`src/logic/csw_pkg.sv`:
```
package csw_pkg;

  localparam int ADDR_W = 24;
  localparam logic [23:0] WORD_STEP = 24'h000008;
  localparam logic [23:0] ADDR_ZERO = 24'h000000;

  localparam logic [3:0] OFS_SRC_CTL = 4'h0;
  localparam logic [3:0] OFS_SRC_DEV = 4'h1;
  localparam logic [3:0] OFS_LAST_ADDR = 4'h2;
  localparam logic [3:0] OFS_CHAN_STAT = 4'h3;
  localparam logic [3:0] OFS_DEV_STAT = 4'h4;
  localparam logic [3:0] OFS_CMD_ADDR = 4'h5;
  localparam logic [3:0] OFS_STATE = 4'h6;

  localparam logic [15:0] CHAN_STAT_RST = 16'h0000;
  localparam logic [7:0] DEV_STAT_RST = 8'h00;

  typedef enum logic [4:0] {
    SRC_NONE = 5'h00,
    SRC_CTL_CHECK = 5'h01,
    SRC_BY_START = 5'h02,
    SRC_BY_HALT = 5'h03,
    SRC_BR_SPEC = 5'h04,
    SRC_BR_ADDR = 5'h05,
    SRC_SEQ_ADDR = 5'h06,
    SRC_BAD_CODE = 5'h07,
    SRC_BAD_COUNT = 5'h08,
    SRC_BAD_DATA = 5'h09,
    SRC_BAD_FORMAT = 5'h0a,
    SRC_TWO_BRANCH = 5'h0b,
    SRC_PROTECT = 5'h0c,
    SRC_CHAIN_CHECK = 5'h0d,
    SRC_COUNT_END = 5'h0e,
    SRC_DEV_END = 5'h0f,
    SRC_HALT_END = 5'h10,
    SRC_SUPPRESS = 5'h11,
    SRC_CHAIN_STOP = 5'h12,
    SRC_PCI = 5'h13,
    SRC_IFC_CHECK = 5'h14,
    SRC_HALT_CE = 5'h15,
    SRC_ZERO_STAT = 5'h16
  } source_type;

  typedef enum logic [1:0] {
    ST_IDLE = 2'b00,
    ST_STORE = 2'b01,
    ST_RESET = 2'b10
  } state_type;

  typedef struct packed {
    logic ctlCheck;
    logic byStart;
    logic byHalt;
    logic brSpec;
    logic brAddr;
    logic seqAddr;
    logic badCode;
    logic badCount;
    logic badData;
    logic badFormat;
    logic twoBranch;
    logic protect;
    logic chainCheck;
    logic countEnd;
    logic devEnd;
    logic haltEnd;
    logic suppress;
    logic chainStop;
    logic pci;
    logic ifcCheck;
    logic haltCe;
    logic zeroStat;
  } cond_type;

  typedef struct packed {
    logic [23:0] lastUsed;
    logic [23:0] offending;
    logic [23:0] branchAddr;
    logic [23:0] firstInvalid;
    logic [23:0] completed;
    logic [23:0] newOp;
  } addrs_type;

  typedef struct packed {
    logic pciFlag;
    logic dataError;
    logic lengthError;
    logic startReject;
    logic earlyError;
    logic chanDataCheck;
  } extra_type;

  typedef struct packed {
    logic pci;
    logic incorrectLength;
    logic programCheck;
    logic protectionCheck;
    logic chanDataCheck;
    logic chanCtlCheck;
    logic ifcCtlCheck;
    logic chainingCheck;
  } chan_stat_type;

  typedef struct packed {
    logic [23:0] cmdAddr;
    logic addrValid;
    logic addrKeep;
    chan_stat_type chanStat;
    logic [7:0] devStat;
  } csw_type;

endpackage

```
`src/logic/csw_builder.sv`:
```
`timescale 1ns/1ps
module csw_builder
  import csw_pkg::*;
(
  // clock and reset
  input wire logic sys_clk,
  input wire logic rst,
  // store request
  input wire logic storeReq,
  input csw_pkg::cond_type cond,
  input csw_pkg::addrs_type addrs,
  input csw_pkg::extra_type extra,
  input wire logic [7:0] devStatIn,
  // store result
  output logic cswValid,
  output csw_pkg::csw_type csw,
  output logic malfunctionReset,
  output logic terminateOp,
  // register port
  input wire logic [3:0] regAddr,
  input wire logic [31:0] regWrData,
  input wire logic regWrite,
  input wire logic regRead,
  output logic [31:0] regRdData
);
  import csw_pkg::*;

  state_type state_ff, nxt_state;
  csw_type csw_ff, nxt_csw;
  logic valid_ff, nxt_valid;
  logic [31:0] rd_ff, nxt_rd;
  logic pciOnError_ff, nxt_pciOnError;
  logic lengthOnError_ff, nxt_lengthOnError;
  source_type src;
  logic [23:0] addrSel;
  chan_stat_type cs;
  logic progErr;

  // priority encoder, bottom of the list wins
  always_comb begin
    src = SRC_NONE;
    if (cond.zeroStat) src = SRC_ZERO_STAT;
    if (cond.haltCe) src = SRC_HALT_CE;
    if (cond.ifcCheck) src = SRC_IFC_CHECK;
    if (cond.pci) src = SRC_PCI;
    if (cond.chainStop) src = SRC_CHAIN_STOP;
    if (cond.suppress) src = SRC_SUPPRESS;
    if (cond.haltEnd) src = SRC_HALT_END;
    if (cond.devEnd) src = SRC_DEV_END;
    if (cond.countEnd) src = SRC_COUNT_END;
    if (cond.chainCheck) src = SRC_CHAIN_CHECK;
    if (cond.protect) src = SRC_PROTECT;
    if (cond.twoBranch) src = SRC_TWO_BRANCH;
    if (cond.badFormat) src = SRC_BAD_FORMAT;
    if (cond.badData) src = SRC_BAD_DATA;
    if (cond.badCount) src = SRC_BAD_COUNT;
    if (cond.badCode) src = SRC_BAD_CODE;
    if (cond.seqAddr) src = SRC_SEQ_ADDR;
    if (cond.brAddr) src = SRC_BR_ADDR;
    if (cond.brSpec) src = SRC_BR_SPEC;
    if (cond.byHalt) src = SRC_BY_HALT;
    if (cond.byStart) src = SRC_BY_START;
    if (cond.ctlCheck) src = SRC_CTL_CHECK;
  end

  // command address selection
  always_comb begin
    addrSel = addrs.lastUsed + WORD_STEP;
    unique case (src)
      SRC_CTL_CHECK: addrSel = ADDR_ZERO;
      SRC_BY_START, SRC_BY_HALT: addrSel = ADDR_ZERO;
      SRC_BR_SPEC, SRC_BR_ADDR: addrSel = addrs.branchAddr + WORD_STEP;
      SRC_SEQ_ADDR: addrSel = addrs.firstInvalid + WORD_STEP;
      SRC_BAD_CODE, SRC_BAD_COUNT, SRC_BAD_DATA, SRC_BAD_FORMAT,
      SRC_PROTECT: addrSel = addrs.offending + WORD_STEP;
      SRC_TWO_BRANCH: addrSel = addrs.branchAddr + WORD_STEP;
      SRC_CHAIN_CHECK, SRC_COUNT_END, SRC_DEV_END, SRC_HALT_END,
      SRC_PCI, SRC_IFC_CHECK: addrSel = addrs.lastUsed + WORD_STEP;
      SRC_SUPPRESS: addrSel = addrs.completed + WORD_STEP;
      SRC_CHAIN_STOP: addrSel = addrs.newOp + WORD_STEP;
      SRC_HALT_CE, SRC_ZERO_STAT: addrSel = ADDR_ZERO;
      SRC_NONE: addrSel = addrs.lastUsed + WORD_STEP;
      default: addrSel = addrs.lastUsed + WORD_STEP;
    endcase
  end

  // channel status bits
  always_comb begin
    progErr = cond.brSpec | cond.brAddr | cond.seqAddr | cond.badCode | cond.badCount
      | cond.badData | cond.badFormat | cond.twoBranch;
    cs = '0;
    cs.chanCtlCheck = cond.ctlCheck;
    cs.ifcCtlCheck = cond.ifcCheck;
    cs.chanDataCheck = extra.chanDataCheck | extra.dataError;
    cs.programCheck = progErr;
    cs.protectionCheck = cond.protect;
    cs.chainingCheck = cond.chainCheck;
    cs.incorrectLength = extra.lengthError
      & ((~(progErr | cond.protect | cond.chainCheck)) | lengthOnError_ff);
    if (extra.dataError & extra.earlyError & (progErr | cond.protect | cond.chainCheck)) begin
      cs.chanDataCheck = 1'b1;
    end
    cs.pci = cond.pci;
    if (extra.pciFlag & (cond.chainStop | progErr | cond.protect)) begin
      cs.pci = 1'b1;
    end
    if (extra.pciFlag & extra.startReject) begin
      cs.pci = 1'b1;
    end
    if (cond.byStart & progErr & pciOnError_ff) begin
      cs.pci = 1'b1;
    end
  end

  // store sequencing
  always_comb begin
    nxt_state = state_ff;
    nxt_csw = csw_ff;
    nxt_valid = 1'b0;
    unique case (state_ff)
      ST_IDLE: begin
        if (storeReq) begin
          nxt_csw.cmdAddr = addrSel;
          nxt_csw.addrValid = ~cond.ctlCheck;
          // keep only when start or halt outranks everything else
          nxt_csw.addrKeep = (src == SRC_BY_START) | (src == SRC_BY_HALT);
          nxt_csw.chanStat = cs;
          nxt_csw.devStat = devStatIn;
          nxt_valid = 1'b1;
          nxt_state = cond.ctlCheck ? ST_RESET : ST_STORE;
        end
      end
      ST_STORE: nxt_state = ST_IDLE;
      ST_RESET: nxt_state = ST_IDLE;
      default: nxt_state = ST_IDLE;
    endcase
  end

  always_comb begin
    terminateOp = storeReq & (state_ff == ST_IDLE) & (cond.ctlCheck | cond.ifcCheck);
    malfunctionReset = (state_ff == ST_RESET);
  end

  // register port
  always_comb begin
    nxt_pciOnError = pciOnError_ff;
    nxt_lengthOnError = lengthOnError_ff;
    nxt_rd = 32'h00000000;
    if (regWrite && regAddr == OFS_SRC_CTL) begin
      nxt_pciOnError = regWrData[0];
      nxt_lengthOnError = regWrData[1];
    end
    if (regRead) begin
      unique case (regAddr)
        OFS_SRC_CTL: nxt_rd = {30'h00000000, lengthOnError_ff, pciOnError_ff};
        OFS_SRC_DEV: nxt_rd = {27'h0000000, src};
        OFS_LAST_ADDR: nxt_rd = {8'h00, csw_ff.cmdAddr};
        OFS_CHAN_STAT: nxt_rd = {22'h000000, csw_ff.addrKeep, csw_ff.addrValid,
          csw_ff.chanStat};
        OFS_DEV_STAT: nxt_rd = {24'h000000, csw_ff.devStat};
        OFS_CMD_ADDR: nxt_rd = {8'h00, addrSel};
        OFS_STATE: nxt_rd = {30'h00000000, state_ff};
        default: nxt_rd = 32'h00000000;
      endcase
    end
  end

  always_ff @(posedge sys_clk) begin
    if (rst) begin
      state_ff <= ST_IDLE;
      csw_ff <= '0;
      valid_ff <= 1'b0;
      rd_ff <= 32'h00000000;
      pciOnError_ff <= 1'b0;
      lengthOnError_ff <= 1'b0;
    end else begin
      state_ff <= nxt_state;
      csw_ff <= nxt_csw;
      valid_ff <= nxt_valid;
      rd_ff <= nxt_rd;
      pciOnError_ff <= nxt_pciOnError;
      lengthOnError_ff <= nxt_lengthOnError;
    end
  end

  assign cswValid = valid_ff;
  assign csw = csw_ff;
  assign regRdData = rd_ff;

endmodule

```
`config.mk`:
```
export PLATFORM = sky130hd
export DESIGN_NAME = csw_builder
export DESIGN_NICKNAME = d
export VERILOG_FILES = /design/src/logic/csw_pkg.sv /design/src/logic/csw_builder.sv
export SDC_FILE = /design/constraint.sdc
export NUM_CORES = 1
export LEC_CHECK = 0
export ABC_AREA = 1
export ABC_CLOCK_PERIOD_IN_PS = 2800
export BUFFER_PORTS_ARGS = -buffer_cell sky130_fd_sc_hd__buf_2
export CAP_MARGIN = 10
export CORE_AREA = 2 2 119 121
export DETAILED_ROUTE_END_ITERATION = 8
export DIE_AREA = 0 0 121 123
export HOLD_SLACK_MARGIN = 0.02
export PLACE_DENSITY = 0.75
export SKIP_CTS_REPAIR_TIMING = 1
export SLEW_MARGIN = 20
export SYNTH_ARGS = -nofsm -noshare
export SYNTH_HDL_FRONTEND = slang
export SYNTH_SLANG_ARGS = --single-unit
```
`constraint.sdc`:
```
create_clock -name sys_clk -period 2.8 [get_ports sys_clk]
set_clock_uncertainty 0.15 [all_clocks]
set_input_delay 0 -clock sys_clk [delete_from_list [all_inputs] [get_ports sys_clk]]
set_output_delay 0 -clock sys_clk [all_outputs]
set_load 0.1 [all_outputs]
```
==> results_dict.tcl <==
set metrics [dict create \
    hold_slack_ps -16.1 \
    drt_iter0_drc 649 \
    path_clk_slew_ps 60 \
    critical_path_depth 36 \
    gp_congestion 1.00 \
    vias 7470 \
    ioPinCount 298 \
    crit_family "simple AND/OR/NAND/NOR gates" \
    yosysWarnings 0 \
    wl_per_cell_um 15.0 \
    min_path_cells 5 \
    crit_type "input pin to flip-flop" \
    cp.required_ps 2850 \
    synth_top_family_by_area "simple AND/OR/NAND/NOR gates" \
    netlist.area_leader.share 0.267 \
    end_kind "flip-flop" \
    final_net_count 1522 \
    p_leak_nw 4.50 \
    ant_nets 0 \
    power_density_nw_per_um2 436 \
    fin_crit_ps 2940 \
    synthTopCellsByArea "dfxtp_1, nand2_1, nor2_1" \
    cp.arrival_ps 2990 \
    num_antenna_cells 0 \
    gr-total-overflow 0 \
    final_cells 1484 \
    grt_pass1_vias 6833 \
    maxSlewViolCount 0 \
    drc 0 \
    ys_ff_latch 71 \
    synthAdderAreaFrac 0.00235 \
    final_hold_viol_count 1 \
    ir_drop_mv 0.486 \
    yosysSeqAreaShare 0.267 \
    area_growth_pct 68.1 \
    start_util 0.391 \
    async_reset_ff_frac 0 \
    first_pass_iters 5 \
    period_share 1.05 \
    cts_buffers 9 \
    r2r_cells 7 \
    placed_cells 1422 \
    routed_via_density 5.03 \
    grtUsageTotal 0.273 \
    die-area_sq_um 14900 \
    clkLatencyLatePin_ps 340 \
    ys_types 43 \
    drive_above_1_share 0.423 \
    fin_util 0.658 \
    clock.fmax_mhz 340 \
    core_sq_um 13600 \
    crit_fanout 6 \
    root_buffer "clkbuf_16" \
    synth.mux.area_fraction 0 \
    dp_hpwl_um 16800 \
    rows 43 \
    power_mw 3.90 \
    status "complete, but fails checks" \
    synth_area_sq_um 5330 \
    syn_inst 909 \
    synth-xor-area-share 0 \
    slew_headroom 0.493 \
    grt_pass1_wl_um 32100 \
    slowest_stage "nor2_4" \
    critPathMostFrequentCell "nand2_1" \
    layout_common_cells "buf_2, nand2_1, buf_4, nor2_1, inv_1" \
    finalSetupTns_ps -2210 \
    final_common_cell "buf_2" \
    drv_cap 0 \
    synth.avg_cell_area_sq_um 5.86 \
    h-tree-depth 3 \
    clock_sinks 71 \
    cts_tree "yes" \
    synth_compound_area_frac 0.135 \
    port_buffers 258 \
    cp_slowest_stage_delay_ps 280 \
    drt-total-wl_um 22300 \
    layout_setup_ws_ps -141 \
    setup_viol 31 \
    yosys.area.top_type "dfxtp_1" \
    worstMarginPinSlew_ps 760 \
    cp-start-kind "input pin" \
    grt_max_degree 45 \
    antenna_found_initial 0 \
    synthFlopType "dfxtp_1" \
    fp.dieW_um 121 \
    cts.path.max_buffers 2 \
    die_y_um 123 \
    hp-class "input pin to flip-flop" \
    rsz0062_at_grt "true" \
    synth_edf_count 0 \
    fillCellCount 1221 \
    violations "hold timing, setup timing" \
    synth-simple-area-share 0.465 \
    cp.buffers_inverters 3 \
]
[state kept, by name (all words and copies together) (netlist names)]
| name | cells |
|---|---|
| regRdData | 24 |
| lengthOnError_ff | 1 |
| cswValid | 1 |
| pciOnError_ff | 1 |
| csw | 42 |
| state_ff | 2 |
[cells in the mapped netlist, types with 2 or more instances]
cell type,number
nor2_1,118
nand3_1,81
buf_1,3
inv_1,106
a21oi_1,53
nor3_1,5
a41oi_1,3
nand2_2,16
buf_2,8
o21ai_0,44
nand3_2,3
a22o_1,2
nor2_2,12
nand2_4,5
a31oi_1,7
clkbuf_1,16
dfxtp_1,71
a21oi_2,3
nor3_2,2
buf_4,11
nand4_1,40
nand2_1,261
buf_6,6
a221oi_1,4
inv_2,7
nor2_4,5
[cell families after synthesis]
group | Yosys count
buf+inv | 159
simple gates | 551
fa+ha+maj | 1
compound gates | 126
other cells | 1
flops | 71
[worst paths after layout]
path	from	endpoint	slack, ps
hold / removal	addrs[122]	csw[20]	-20
setup reg to reg	state_ff[0]	csw[11]	130
hold reg to reg	csw[36]	regRdData[18]	320
setup / recovery	cond[3]	regRdData[22]	-140
[worst register-to-register path: cells and delay by family (launching register included)]
kind | cells | cell delay (ps)
flops | 1 | 400
buf+inv | 3 | 1480
compound gates | 1 | 150
simple gates | 3 | 440
[metrics by stage]
step	worst slack, ps	cell area, sq um
detailed placement	-504	7620
global route	-412	8950
CTS	-166	7960
global placement	-520	7620
floorplan	-81.9	5410
finish	-141	8950
[cell type report]
type / count / area [sq um] / area share
multi-input cells: 687 / 3780 / 0.422
well taps: 180 / 225 / 0.0252
clock inverters: 6 / 110 / 0.0123
inverters: 115 / 460 / 0.0514
clock buffers: 9 / 225 / 0.0252
flip-flops and latches: 71 / 1420 / 0.159
repair buffers: 416 / 2730 / 0.305
[metal layers]
layer	track usage	share of wire	up-vias
met3	0.0567	0.074	60
met5	0	0	-
li1	-	-	3698
met4	0.0952	0.030	0
met1	0.323	0.38	3383
met2	0.489	0.51	329
[power by group]
group	internal (mW)	leakage, nW	switching, mW
clock	0.863	0.158	0.444
sequential	1.07	0.581	0.0436
combinational	0.477	3.76	1.01
Note: power is estimated with default switching activity, not from simulation.
